[config.mk]
export PLATFORM = sky130hd
export DESIGN_NAME = rtc_lowfreq_clock_control
export DESIGN_NICKNAME = d
export VERILOG_FILES = /design/src/verilog/rtc_lf_pkg.sv /design/src/verilog/rtc_lowfreq_clock_control.sv
export VERILOG_INCLUDE_DIRS = /design/src /design/src/verilog
export SDC_FILE = /design/constraint.sdc
export NUM_CORES = 1
export LEC_CHECK = 0
export BUFFER_PORTS_ARGS = -buffer_cell sky130_fd_sc_hd__buf_2
export CORE_MARGIN = 3
export CORE_UTILIZATION = 34
export CTS_CLUSTER_SIZE = 14
export DETAILED_ROUTE_END_ITERATION = 12
export RECOVER_POWER = 25
export SLEW_MARGIN = 25
export SYNTH_ARGS = -nofsm -noshare
export SYNTH_HDL_FRONTEND = slang
export SYNTH_SLANG_ARGS = --single-unit
[constraint.sdc]
create_clock -name i_clk -period 2.3 [get_ports i_clk]
set_input_delay 0 -clock i_clk [delete_from_list [all_inputs] [get_ports i_clk]]
set_output_delay 0 -clock i_clk [all_outputs]
set_load 0.01 [all_outputs]
[src/verilog/rtc_lf_cfg.svh]
`ifndef RTC_LF_CFG_SVH
`define RTC_LF_CFG_SVH

// Register indices; the byte address on the bus is four times the index.
`define IDX_LF_CFG          12'h02f
`define IDX_HF_TUNE         12'h04e
`define IDX_CAL_CNT         12'h050
`define IDX_CAL_CTRL        12'h052
`define IDX_PLL_CFG         12'h04b
`define IDX_FLAG_CTRL       12'h030
`define IDX_MODE_CTRL       12'h031
`define IDX_TRIG            12'h034
`define IDX_TICK_CNT        12'h038
`define IDX_TWO_SEC_CNT     12'h03a
`define IDX_DAY_CNT         12'h03c
`define REG_ADDR(idx)       ((idx) << 2)

// Low-frequency oscillator configuration fields.
`define LF_PIN_BIT          7
`define LF_SRC_BIT          2
`define LF_RC_PON_BIT       1
`define LF_XT_PON_BIT       0

// High-frequency crystal tune: writable bit mask and reset value.
`define HF_TUNE_MASK        8'h73
`define HF_TUNE_RST         8'h31

// Calibration control fields.
`define CAL_EN_BIT          0
`define CAL_HALT_BIT        1

// PLL parameter field.
`define PLL_MSB             6
`define PLL_RST             7'h4a

// Flag and control fields.
`define FLG_MATCH_BIT       7
`define FLG_PERIOD_BIT      6
`define FLG_MATCH_CLR_BIT   5
`define FLG_PERIOD_CLR_BIT  4

// Mode control fields.
`define MODE_DAY_LOAD_BIT   7
`define MODE_SUB_LOAD_BIT   6
`define MODE_MATCH_EN_BIT   5
`define MODE_PERIOD_EN_BIT  4
`define MODE_IGN_LSB_BIT    3
`define MODE_SEL_MSB        2
`define MODE_SEL_RST        3'h2

// Counter geometry: 4096 ticks make the shortest period of 0.125 s.
`define PERIOD_BASE_TICKS   32'h0000_1000
`define TWO_SEC_PER_DAY     16'ha8c0
`define DAY_WIDTH           14

`endif

[src/verilog/rtc_lf_pkg.sv]
package rtc_lf_pkg;

   typedef struct packed {
      logic source_select;
      logic rc_power;
      logic crystal_power;
   } osc_ctrl_t;

   typedef enum logic [1:0] {
      CAL_IDLE,
      CAL_ARM,
      CAL_RUN
   } cal_state_t;

endpackage : rtc_lf_pkg

[src/verilog/rtc_lowfreq_clock_control.sv]
`timescale 1ns/1ps
`include "rtc_lf_cfg.svh"

module rtc_lowfreq_clock_control #(
   parameter int CAL_PERIODS = 5,
   parameter int CAL_WIDTH   = 14
) (
   // Clock and reset
   input  wire logic                  i_clk,
   input  wire logic                  i_rstn,
   // APB slave
   input  wire logic                  i_psel,
   input  wire logic                  i_penable,
   input  wire logic                  i_pwrite,
   input  wire logic [11:0]           i_paddr,
   input  wire logic [31:0]           i_pwdata,
   output logic      [31:0]           o_prdata,
   output logic                       o_pready,
   output logic                       o_pslverr,
   // Low-frequency clock pin
   input  wire logic                  i_lowfreq_clock,
   // Analog and clock controls
   output rtc_lf_pkg::osc_ctrl_t      o_osc_ctrl,
   output logic      [7:0]            o_hf_tune,
   output logic      [`PLL_MSB:0]     o_pll_param,
   // Event flags, held until cleared
   output logic                       o_match_flag,
   output logic                       o_period_flag
);
   import rtc_lf_pkg::*;

   if (CAL_PERIODS < 2 || CAL_PERIODS > 15 || CAL_WIDTH < 4 || CAL_WIDTH > 16) begin : g_bad
      $error("rtc_lowfreq_clock_control: unsupported calibration parameters");
   end

   localparam int EW = 4;

   osc_ctrl_t              osc_reg;
   logic [7:0]             hf_tune_reg;
   logic [`PLL_MSB:0]      pll_reg;
   logic                   cal_en_reg;
   cal_state_t             cal_state_reg;
   logic [CAL_WIDTH-1:0]   cal_cycles_reg;
   logic [CAL_WIDTH-1:0]   cal_count_reg;
   logic [EW-1:0]          cal_edges_reg;
   logic                   match_en_reg;
   logic                   period_en_reg;
   logic                   ignore_lsb_reg;
   logic [2:0]             period_sel_reg;
   logic [31:0]            trig_reg;
   logic [15:0]            tick_reg;
   logic [15:0]            two_sec_reg;
   logic [`DAY_WIDTH-1:0]  day_reg;
   logic                   match_flag_reg;
   logic                   period_flag_reg;
   logic [31:0]            prdata_reg;
   logic                   lf_sync1_reg;
   logic                   lf_sync2_reg;
   logic                   lf_sync3_reg;

   logic                   lf_rise;
   logic                   addr_hit;
   logic                   wr_en;
   logic [31:0]            rd_mux;
   logic [31:0]            count_now;
   logic [31:0]            match_mask;
   logic [31:0]            period_mask;
   logic                   match_hit;
   logic                   period_hit;
   logic                   match_clr;
   logic                   period_clr;
   logic                   day_load;
   logic                   sub_load;
   logic                   tick_wrap;
   logic                   day_wrap;
   logic                   cal_paused;
   logic [CAL_WIDTH-1:0]   cal_inc;

   // The pin is asynchronous; the edge detector compares the second stage with the third.
   always_ff @(posedge i_clk or negedge i_rstn) begin
      if (!i_rstn) begin
         lf_sync1_reg <= 1'b0;
         lf_sync2_reg <= 1'b0;
         lf_sync3_reg <= 1'b0;
      end else begin
         lf_sync1_reg <= i_lowfreq_clock;
         lf_sync2_reg <= lf_sync1_reg;
         lf_sync3_reg <= lf_sync2_reg;
      end
   end

   assign lf_rise = lf_sync2_reg & ~lf_sync3_reg;

   always_comb begin
      case (i_paddr)
         `REG_ADDR(`IDX_LF_CFG),   `REG_ADDR(`IDX_HF_TUNE),
         `REG_ADDR(`IDX_CAL_CNT),  `REG_ADDR(`IDX_CAL_CTRL),
         `REG_ADDR(`IDX_PLL_CFG),  `REG_ADDR(`IDX_FLAG_CTRL),
         `REG_ADDR(`IDX_MODE_CTRL), `REG_ADDR(`IDX_TRIG),
         `REG_ADDR(`IDX_TICK_CNT), `REG_ADDR(`IDX_TWO_SEC_CNT),
         `REG_ADDR(`IDX_DAY_CNT): addr_hit = 1'b1;
         default: addr_hit = 1'b0;
      endcase
   end

   // Zero wait states; an unmapped address answers with an error and no effect.
   assign o_pready  = 1'b1;
   assign o_pslverr = i_psel & i_penable & ~addr_hit;
   assign wr_en     = i_psel & i_penable & i_pwrite & addr_hit;
   assign o_prdata  = prdata_reg;

   assign day_load   = wr_en && i_paddr == `REG_ADDR(`IDX_MODE_CTRL)
                       && i_pwdata[`MODE_DAY_LOAD_BIT];
   assign sub_load   = wr_en && i_paddr == `REG_ADDR(`IDX_MODE_CTRL)
                       && i_pwdata[`MODE_SUB_LOAD_BIT];
   assign match_clr  = wr_en && i_paddr == `REG_ADDR(`IDX_FLAG_CTRL)
                       && i_pwdata[`FLG_MATCH_CLR_BIT] && match_en_reg;
   assign period_clr = wr_en && i_paddr == `REG_ADDR(`IDX_FLAG_CTRL)
                       && i_pwdata[`FLG_PERIOD_CLR_BIT] && period_en_reg;
   assign cal_paused = (cal_state_reg == CAL_IDLE);

   always_comb begin
      rd_mux = 32'h0;
      case (i_paddr)
         `REG_ADDR(`IDX_LF_CFG): begin
            rd_mux[`LF_PIN_BIT]    = lf_sync2_reg;
            rd_mux[`LF_SRC_BIT]    = osc_reg.source_select;
            rd_mux[`LF_RC_PON_BIT] = osc_reg.rc_power;
            rd_mux[`LF_XT_PON_BIT] = osc_reg.crystal_power;
         end
         `REG_ADDR(`IDX_HF_TUNE):  rd_mux[7:0] = hf_tune_reg;
         `REG_ADDR(`IDX_CAL_CNT):  rd_mux[CAL_WIDTH-1:0] = cal_count_reg;
         `REG_ADDR(`IDX_CAL_CTRL): begin
            rd_mux[`CAL_HALT_BIT] = cal_paused;
            rd_mux[`CAL_EN_BIT]   = cal_en_reg;
         end
         `REG_ADDR(`IDX_PLL_CFG):  rd_mux[`PLL_MSB:0] = pll_reg;
         `REG_ADDR(`IDX_FLAG_CTRL): begin
            rd_mux[`FLG_MATCH_BIT]      = match_flag_reg;
            rd_mux[`FLG_PERIOD_BIT]     = period_flag_reg;
            rd_mux[`FLG_MATCH_CLR_BIT]  = ~match_en_reg;
            rd_mux[`FLG_PERIOD_CLR_BIT] = ~period_en_reg;
         end
         `REG_ADDR(`IDX_MODE_CTRL): begin
            rd_mux[`MODE_MATCH_EN_BIT]  = match_en_reg;
            rd_mux[`MODE_PERIOD_EN_BIT] = period_en_reg;
            rd_mux[`MODE_IGN_LSB_BIT]   = ignore_lsb_reg;
            rd_mux[`MODE_SEL_MSB:0]     = period_sel_reg;
         end
         `REG_ADDR(`IDX_TRIG):        rd_mux = trig_reg;
         `REG_ADDR(`IDX_TICK_CNT):    rd_mux[15:0] = tick_reg;
         `REG_ADDR(`IDX_TWO_SEC_CNT): rd_mux[15:0] = two_sec_reg;
         `REG_ADDR(`IDX_DAY_CNT):     rd_mux[`DAY_WIDTH-1:0] = day_reg;
         default: rd_mux = 32'h0;
      endcase
   end

   // Read data is captured in the setup phase so it stands through the access phase.
   always_ff @(posedge i_clk or negedge i_rstn) begin
      if (!i_rstn) begin
         prdata_reg <= 32'h0;
      end else if (i_psel && !i_penable && !i_pwrite) begin
         prdata_reg <= rd_mux;
      end
   end

   always_ff @(posedge i_clk or negedge i_rstn) begin
      if (!i_rstn) begin
         osc_reg     <= '{source_select: 1'b0, rc_power: 1'b1, crystal_power: 1'b0};
         hf_tune_reg <= `HF_TUNE_RST;
         pll_reg     <= `PLL_RST;
      end else if (wr_en) begin
         if (i_paddr == `REG_ADDR(`IDX_LF_CFG)) begin
            osc_reg.source_select <= i_pwdata[`LF_SRC_BIT];
            osc_reg.rc_power      <= i_pwdata[`LF_RC_PON_BIT];
            osc_reg.crystal_power <= i_pwdata[`LF_XT_PON_BIT];
         end
         if (i_paddr == `REG_ADDR(`IDX_HF_TUNE)) begin
            hf_tune_reg <= i_pwdata[7:0] & `HF_TUNE_MASK;
         end
         if (i_paddr == `REG_ADDR(`IDX_PLL_CFG)) begin
            pll_reg <= i_pwdata[`PLL_MSB:0];
         end
      end
   end

   assign o_osc_ctrl  = osc_reg;
   assign o_hf_tune   = hf_tune_reg;
   assign o_pll_param = pll_reg;

   always_ff @(posedge i_clk or negedge i_rstn) begin
      if (!i_rstn) begin
         match_en_reg   <= 1'b0;
         period_en_reg  <= 1'b0;
         ignore_lsb_reg <= 1'b0;
         period_sel_reg <= `MODE_SEL_RST;
         trig_reg       <= 32'h0;
         cal_en_reg     <= 1'b0;
      end else if (wr_en) begin
         if (i_paddr == `REG_ADDR(`IDX_MODE_CTRL)) begin
            match_en_reg   <= i_pwdata[`MODE_MATCH_EN_BIT];
            period_en_reg  <= i_pwdata[`MODE_PERIOD_EN_BIT];
            ignore_lsb_reg <= i_pwdata[`MODE_IGN_LSB_BIT];
            period_sel_reg <= i_pwdata[`MODE_SEL_MSB:0];
         end
         if (i_paddr == `REG_ADDR(`IDX_TRIG)) begin
            trig_reg <= i_pwdata;
         end
         if (i_paddr == `REG_ADDR(`IDX_CAL_CTRL)) begin
            cal_en_reg <= i_pwdata[`CAL_EN_BIT];
         end
      end
   end

   // Calibration: a window opens on a slow rising edge and closes on the fifth after it.
   // At this system rate the true count exceeds the field, so it saturates at all ones.
   assign cal_inc = (&cal_cycles_reg) ? cal_cycles_reg : cal_cycles_reg + 1'b1;

   always_ff @(posedge i_clk or negedge i_rstn) begin
      if (!i_rstn) begin
         cal_state_reg  <= CAL_IDLE;
         cal_cycles_reg <= '0;
         cal_edges_reg  <= '0;
         cal_count_reg  <= '0;
      end else begin
         case (cal_state_reg)
            CAL_IDLE: begin
               if (cal_en_reg) begin
                  cal_state_reg <= CAL_ARM;
               end
            end
            CAL_ARM: begin
               if (!cal_en_reg) begin
                  cal_state_reg <= CAL_IDLE;
               end else if (lf_rise) begin
                  cal_state_reg  <= CAL_RUN;
                  cal_cycles_reg <= '0;
                  cal_edges_reg  <= '0;
               end
            end
            CAL_RUN: begin
               if (!cal_en_reg) begin
                  cal_state_reg <= CAL_IDLE;
               end else if (lf_rise && cal_edges_reg == EW'(CAL_PERIODS - 1)) begin
                  cal_count_reg  <= cal_inc;
                  cal_cycles_reg <= '0;
                  cal_edges_reg  <= '0;
               end else begin
                  cal_cycles_reg <= cal_inc;
                  if (lf_rise) begin
                     cal_edges_reg <= cal_edges_reg + 1'b1;
                  end
               end
            end
            default: cal_state_reg <= CAL_IDLE;
         endcase
      end
   end

   assign tick_wrap = lf_rise & (&tick_reg);
   assign day_wrap  = tick_wrap & (two_sec_reg == `TWO_SEC_PER_DAY - 16'h1);

   always_ff @(posedge i_clk or negedge i_rstn) begin
      if (!i_rstn) begin
         tick_reg    <= 16'h0;
         two_sec_reg <= 16'h0;
      end else if (sub_load) begin
         two_sec_reg <= trig_reg[31:16];
         tick_reg    <= trig_reg[15:0];
      end else if (lf_rise) begin
         tick_reg <= tick_reg + 16'h1;
         if (tick_wrap) begin
            two_sec_reg <= day_wrap ? 16'h0 : two_sec_reg + 16'h1;
         end
      end
   end

   always_ff @(posedge i_clk or negedge i_rstn) begin
      if (!i_rstn) begin
         day_reg <= '0;
      end else if (day_load) begin
         day_reg <= trig_reg[`DAY_WIDTH-1:0];
      end else if (day_wrap && !sub_load) begin
         day_reg <= day_reg + 1'b1;
      end
   end

   // Each counter value is compared once, on the tick that ends it; with the low bit ignored a match hits on two ticks in a row.
   assign count_now   = {two_sec_reg, tick_reg};
   assign match_mask  = ignore_lsb_reg ? 32'hffff_fffe : 32'hffff_ffff;
   assign period_mask = (`PERIOD_BASE_TICKS << period_sel_reg) - 32'h1;
   assign match_hit   = match_en_reg & lf_rise & (((count_now ^ trig_reg) & match_mask) == 32'h0);
   assign period_hit  = period_en_reg & lf_rise & ((count_now & period_mask) == 32'h0);

   always_ff @(posedge i_clk or negedge i_rstn) begin
      if (!i_rstn) begin
         match_flag_reg  <= 1'b0;
         period_flag_reg <= 1'b0;
      end else begin
         if (match_hit) begin
            match_flag_reg <= 1'b1;
         end else if (match_clr) begin
            match_flag_reg <= 1'b0;
         end
         if (period_hit) begin
            period_flag_reg <= 1'b1;
         end else if (period_clr) begin
            period_flag_reg <= 1'b0;
         end
      end
   end

   assign o_match_flag  = match_flag_reg;
   assign o_period_flag = period_flag_reg;
endmodule : rtc_lowfreq_clock_control

==> results of run 1 <==
-- kinds of logic (layout without fill, tap and decap cells) --
group	after synthesis	after routing	share of synthesized area, %
AO/OA/AOI/OAI	192	192	13.22
XOR/XNOR	73	73	6.874
adder cells (fa/ha/maj)	9	9	1.197
buffers and inverters	83	272	3.803
flip-flops	171	171	45.58
multiplexers	70	70	8.350
other	2	4	0.07981
AND/OR/NAND/NOR	400	400	20.90
-- path summary, 6_finish.rpt --
| path | start | slack [ns] | end |
|---|---|---|---|
| min reg2reg | lf_sync1_reg | 0.35 | lf_sync2_reg |
| max | tick_reg[0] | 0.16 | two_sec_reg[10] |
| min | i_paddr[4] | 0.02 | o_prdata[7] |
| max in group asynchronous | i_rstn | 0.38 | o_pll_param[6] |
| max reg2reg | tick_reg[0] | 0.16 | two_sec_reg[10] |
| min in group asynchronous | i_rstn | 0.53 | o_prdata[10] |
-- metal layers --
| metal | up-vias | part of all wire (%) | GRT usage, % |
|---|---|---|---|
| met5 | - | 0 | 0 |
| met3 | 56 | 6.9 | 4.275 |
| met2 | 300 | 46 | 32.15 |
| met1 | 3994 | 44 | 27.70 |
| li1 | 3957 | - | - |
| met4 | 0 | 3.0 | 7.220 |
-- worst max-delay path: cells and delay by family, from the launching register on --
family,cells,cell delay [ns]
buffers and inverters,1,0.15
AOI/OAI and AO/OA,1,0.25
DFF,1,0.36
adders and majority gates,1,0.20
and+or+nand+nor,5,1.08
-- metrics by stage --
| step | hold WS (ns) | utilization (%) | cell area [sq um] |
|---|---|---|---|
| after floorplan | -0.2956 | - | 9418 |
| after global placement | 0.04666 | 40.01 | 10840 |
| after detailed placement | 0.04171 | 40.01 | 10840 |
| after CTS | 0.004603 | 43.56 | 11810 |
| after global routing | 0.01558 | 43.74 | 11850 |
| final | 0.02014 | 43.74 | 11850 |
-- power groups by stage --
stage	sequential, mW	combinational (mW)	clock, mW
finish	3.20	0.932	3.09
global route	3.21	1.01	3.29
CTS	3.20	0.929	3.17
detailed placement	3.25	0.879	0
global placement	3.25	0.870	0
floorplan	3.26	0.441	0
-- cell usage in the layout, fill, tap and decap left out, types with 6 or more instances in the layout --
master,instances
nor4_1,9
dfstp_2,8
mux2_2,58
a221oi_1,12
dfrtp_1,163
ha_1,8
o21ai_1,8
inv_1,15
nand3_1,50
xnor2_1,47
and3_1,9
clkbuf_16,17
buf_4,83
a31oi_1,17
xor2_1,25
dlygate4sd3_1,34
buf_2,98
nor2_1,68
nand2_1,151
mux2i_1,11
and4_1,8
nor3_1,18
nor4_2,6
or3_1,8
o31ai_1,7
nand4_1,26
a22oi_1,12
a21oi_1,26
o2bb2ai_1,6
o21ai_0,64
-- what timing repair did --
item	4_1_cts	5_1_grt
gates resized for setup	0	16
hold endpoints to repair	113	0
buffers inserted	0	1
endpoints found under the setup margin	0	24
hold buffers	34	0
-- final cells by class --
type                    count  area, sq um
clock buffers              19        442.9
clock inverters            13        178.9
fillers                  2642        15250
inverters                  16        60.06
multi-input cells         748         4835
flip-flops and latches    171         4289
well taps                 372        465.4
repair buffers            224         1583
==> results.md, run 1 <==
- Rows: 60
- Synth top area share: 43.35%
- Crit path time final: between 2 and 2.5 ns
- Post-DP HPWL: roughly 23000 microns
- Worst-path cell chain: ha_1 > nand4b_1 > nor3_2 > buf_4 > and2_1 > nand2_2 > or3_1 > a31oi_1
- Max_slew headroom: -11.74%
- Vias in the first global route: 8047
- Die Wd: around 170 microns
- Fin cells: about 1600
- CP Launch Type: register
- Placed cells: 1496
- Initial antenna violation count: 0
- Post-synth cell types: between 60 and 70
- CP max stage cell: dfrtp_1
- Post-synth EDFFs: 0
- GPL Wtd Cong: roughly 0.98
- Die height: roughly 170 microns
- Register-to-Register Path Depth: 8
- Slew @ Worst Pin: between 1.5 and 2 ns
- Synth Warn #: 0
- Final Power: approximately 7.2 mW
- Vias: 8307
- Max incr delay on CP: 0.36 ns
- Worst setup slack after layout: around 0.16 ns
- Sequential Power Share: between 40 and 50%
- Routed vias/inst: approximately 5.3
- 1st-iter DRT viols: between 600 and 700
- Crit path kind: reg2reg
- CTS HTree Levels: 4
- Leakage: roughly 5.2 nW
- Clock power frac: between 40% and 50%
- Mapped Avg Cell Area: about 9.4 sq um
- Max clock buf depth: 2
- Final Max Slew Viols: 62
- Setup TNS: 0 ns
- P&R area growth vs syn: 25.97%
- TritonCTS Buffers: 17
- Largest area contributor in the netlist: dfrtp_1
- Layout cell share with drive strength beyond 1: ~26%
- Clk root buf: clkbuf_16
- Critical Path Fanout Max: 7
- # nets final: roughly 1200
- Combinational share of power: about an eighth
- Crit path capture type: register
- DR DRC count: 0
- Reg clk slew, reported paths: about 0.08 ns
- First-pass GRT wire length: between 40000 and 50000 microns
- Sw frac: about a quarter
- Fin crit share: between 90 and 100%
- Achievable Freq: approximately 470 MHz
- Switching pwr: 1.924 mW
- Worst Hold Class: in2reg
- WP data required: approximately 2.6 ns
- Mapped Area: ~9400 sq um
- WL per Instance: 19.30 microns
- Unrepaired setup endpoints after global routing: no
- First-pass DRT Iterations: 6
- Clock sinks: 171
- P_int: ~5.3 mW
- Pwr Density: a little over 600 nW/um^2
- Flops & latches, synth: 171
- Most numerous cell in the Yosys netlist: dfrtp_1
- Hold path cells: 4
- CP Data Arrival Time: approximately 2.5 ns
- Final setup fails: 0
- Sequential-to-total area share from yosys stat: ~46%
- Max cap viols: 1
- Top post-synthesis cells by count: 163 x dfrtp_1, 152 x nand2_1, 71 x nor2_1
- WL final: a little over 30000 microns
- Initial Util: 34.72%
- Number of port buffers: between 90 and 100
- Status: complete, but fails checks
- Hold Violations, Final: 0
- CTS tree: yes
- Antenna Nets Post-Route: 0
- Core Area: 27100 sq um
- Ant diodes: 0
- Largest net degree at the start of global routing: between 60 and 70
- Most common flop cell mapped by yosys: dfrtp_1
- Global route overflow: 0
- Worst IR drop on VDD: around 0.00050 V
- Later-pin clock latency in the skew report: roughly 0.44 ns
- Ys async rst share: 100.0%
- Synth Instances: 1000
- GR Util All Layers: between 20 and 25%
- Skew final: ~0.018 ns
- Place WS: approximately 0.040 ns
- Violated checks: max-capacitance violations, max-slew violations
- Die footprint: around 30000 sq um
- IO Count: between 100 and 150
- Synth top area cells: dfrtp_1 43%, mux2_2 6.9%, nand2_1 6.1%
No activity file was read; power rests on OpenSTA's default activity.
==> inputs of run 2 (changes only) <==
==> constraint.sdc (replaced) <==
create_clock -name i_clk -period 2.2 [get_ports i_clk]
set_input_delay 0 -clock i_clk [delete_from_list [all_inputs] [get_ports i_clk]]
set_output_delay 0 -clock i_clk [all_outputs]
set_load 0.01 [all_outputs]
==> run 2 against run 1 <==
Setup slack worse by 0.091 ns. Register-to-register slack worse by 0.09 ns. The run now ends clean. Highest routed layer unchanged. Sequential cell count unchanged. Final cell count up 0.96%. Maximum frequency up 0.43%. Sequential power up 4%. Sequential share of layout area down 0.39 points. Clock skew up 0.0045 ns. First-iteration DRC count up 17%.
==> results.md, run 2 (same netlist as run 1, synthesis figures left out) <==
- CTS HTree Levels: 4 (unchanged)
- CP dominant cell by count: nor4_4
- Worst setup slack after layout: 0.06980 ns (-0.09088 ns)
- Antenna Nets Post-Route: 0 (unchanged)
- Later-pin clock latency in the skew report: 0.45 ns (about the same)
- Final Max Slew Viols: 0 (-100%)
- P&R area growth vs syn: 27.34%
- GPL Wtd Cong: 0.9436 (-3.6%)
- CP Data Arrival Time: 2.45 ns (-0.03 ns)
- # nets final: 1252 (+1.2%)
- WL final: 30830 microns (+2.2%)
- Core Area: 27100 sq um (unchanged)
- Final setup fails: 0 (unchanged)
- Hold path cells: 5 (+1)
- Layout cell share with drive strength beyond 1: 26.62% (+0.67 points)
- Vias: 8442 (+1.6%)
- Achievable Freq: 469.4 MHz (+0.43%)
- CTS tree: yes
- CP Launch Type: register
- Vias in the first global route: 8160 (+1.4%)
- Hold path start: i_psel
- Initial Util: 34.72% (unchanged)
- Hold Violations, Final: 0 (unchanged)
- Sequential Power Share: 44.2% (about the same)
- Largest net degree at the start of global routing: 60 (-4.8%)
- Global route overflow: 0 (unchanged)
- Die footprint: 29710 sq um (unchanged)
- Combinational share of power: 13.1% (+0.2 points)
- WL per Instance: 19.54 microns (+1.2%)
- Most common cell after layout, fill and taps aside: dfrtp_1
- Leakage: 5.293 nW (+2.2%)
- Slew @ Worst Pin: 1.349 ns (-0.3270 ns)
- 1st-iter DRT viols: 713 (+17%)
- Die Wd: 172.4 microns (unchanged)
- CP Depth: 8 (unchanged)
- First-pass DRT Iterations: 5 (-1)
- Pwr Density: 630.4 nW/um^2 (+3.5%)
- Most frequent cells in the layout: 163 x dfrtp_1, 151 x nand2_1, 98 x buf_2, 98 x buf_4, 69 x nor2_1
- Status: completed
- Skew final: 0.02274 ns (+0.004536 ns)
- First-pass GRT wire length: 46950 microns (+1.9%)
- Crit path kind: reg2reg
- Clk root buf: clkbuf_16
- R2R setup slack: 0.07 ns (-0.09 ns)
- Final Power: 7.554 mW (+4.6%)
- Crit path launch: two_sec_reg[6]
- Routed vias/inst: 5.350 (+0.66%)
- Worst IR drop on VDD: 0.0005229 V (+4.9%)
- Max incr delay on CP: 0.57 ns (+0.21 ns)
- Crit path time final: 2.130 ns (-0.009120 ns)
- Worst Hold Class: in2reg
- TritonCTS Buffers: 17 (unchanged)
- Die height: 172.4 microns (unchanged)
- WP data required: 2.52 ns (-0.12 ns)
- DR DRC count: 0 (unchanged)
- GR Util All Layers: 20.72% (+0.38 points)
- Clock power frac: 42.7% (about the same)
- Initial antenna violation count: 0 (unchanged)
- Fin crit share: 96.83% (+3.8 points)
- Crit path capture type: register
- Register-to-Register Path Depth: 8 (unchanged)
- WP buf/inv: 2 (+1)
- Critical Path Fanout Max: 6 (-1)
- Ant diodes: 0 (unchanged)
- Max cap viols: 0 (-1)
- Fillers: 2621 (-0.79%)
- Worst r2r src: two_sec_reg[6]
- Max clock buf depth: 2 (unchanged)
- Switching pwr: 2.050 mW (+6.6%)
- Number of port buffers: 99 (unchanged)
- CP max stage cell: or4_4
- Sw frac: 27.14% (+0.51 points)
- IO Count: 104 (unchanged)
- Reg clk slew, reported paths: 0.09 ns (about the same)
- Top Family by Delay on Critical Path: simple AND/OR/NAND/NOR gates
- Place WS: -0.2175 ns (-0.2578 ns)
- Worst-path cell chain: or4_4 > nor4_4 > buf_4 > nand4_1 > buf_6 > nor4_4 > xnor2_1 > o21ai_1
- Rows: 60 (unchanged)
- Post-DP HPWL: 23270 microns (+1.5%)
- Clock sinks: 171 (unchanged)
- P_int: 5.503 mW (+3.8%)
- Max_slew headroom: 10.06% (+22 points)
## run 2: cell types whose count changed in the layout (fill, tap and decap cells not counted), sizes merged
| cell | previous run | this run |
|---|---|---|
| buf | 187 | 202 |
| clkbuf | 22 | 20 |
| clkinv | 2 | 3 |
| clkinvlp | 2 | 3 |
| dlygate4sd3 | 34 | 35 |
| inv | 22 | 21 |
## run 2: layout make-up
class / instances / area (sq um) / area share, %
inverter: 16 / 60.06 / 0.5012
sequential: 171 / 4289 / 35.79
timing repair buffer: 239 / 1697 / 14.16
multi-input combinational: 748 / 4861 / 40.57
clock buffer: 18 / 429.2 / 3.582
clock inverter: 14 / 181.4 / 1.514
tap: 372 / 465.4 / 3.884
## run 2: power by group through the flow
| stage | clock [mW] | sequential (mW) | combinational [mW] |
|---|---|---|---|
| after floorplan | 0 | 3.41 | 0.461 |
| after global placement | 0 | 3.40 | 0.919 |
| after detailed placement | 0 | 3.40 | 0.930 |
| after CTS | 3.29 | 3.34 | 0.986 |
| after global routing | 3.42 | 3.36 | 1.08 |
| final | 3.23 | 3.34 | 0.987 |
## run 2: layer usage
metal / up-vias / wire length, microns / global-route usage, %
met5: - / 0 / 0
met1: 4077 / 13670 / 27.84
met3: 44 / 1998 / 3.978
li1: 3992 / - / -
met2: 329 / 14440 / 33.82
met4: 0 / 719 / 6.630
## run 2: what timing repair did
item,CTS,global route
setup endpoints to repair,9,25
gates cloned,0,0
gates resized for setup,6,12
setup buffers,0,1
hold endpoints to repair,203,0
pin swaps,0,7
hold buffers,35,0
## run 2: per-stage QoR
step	util, %	TNS [ns]	hold slack [ns]	area (sq um)	std cells
CTS	44.06	-0.003673	0.07280	11940	1577
global route	44.22	-0.01861	0.1104	11980	1578
finish	44.22	0	0.09378	11980	1578
floorplan	-	0	-0.2956	9418	1002
detailed placement	40.40	-0.4610	-0.008572	10950	1510
global placement	40.40	-0.2150	-0.01428	10950	1510
## run 2: final timing paths
check / end
min reg2reg: lf_sync2_reg
min in group asynchronous: o_prdata[11]
max in group asynchronous: cal_cycles_reg[0]
max reg2reg: day_reg[11]
min: o_prdata[21]
max: day_reg[11]
## run 2: worst register-to-register path, cell delays in order, from the launching register on
cell and delay [ns]:
dfrtp_1 0.39, or4_4 0.57, nor4_4 0.14, buf_4 0.18, nand4_1 0.10, buf_6 0.16
nor4_4 0.23, xnor2_1 0.14, o21ai_1 0.08
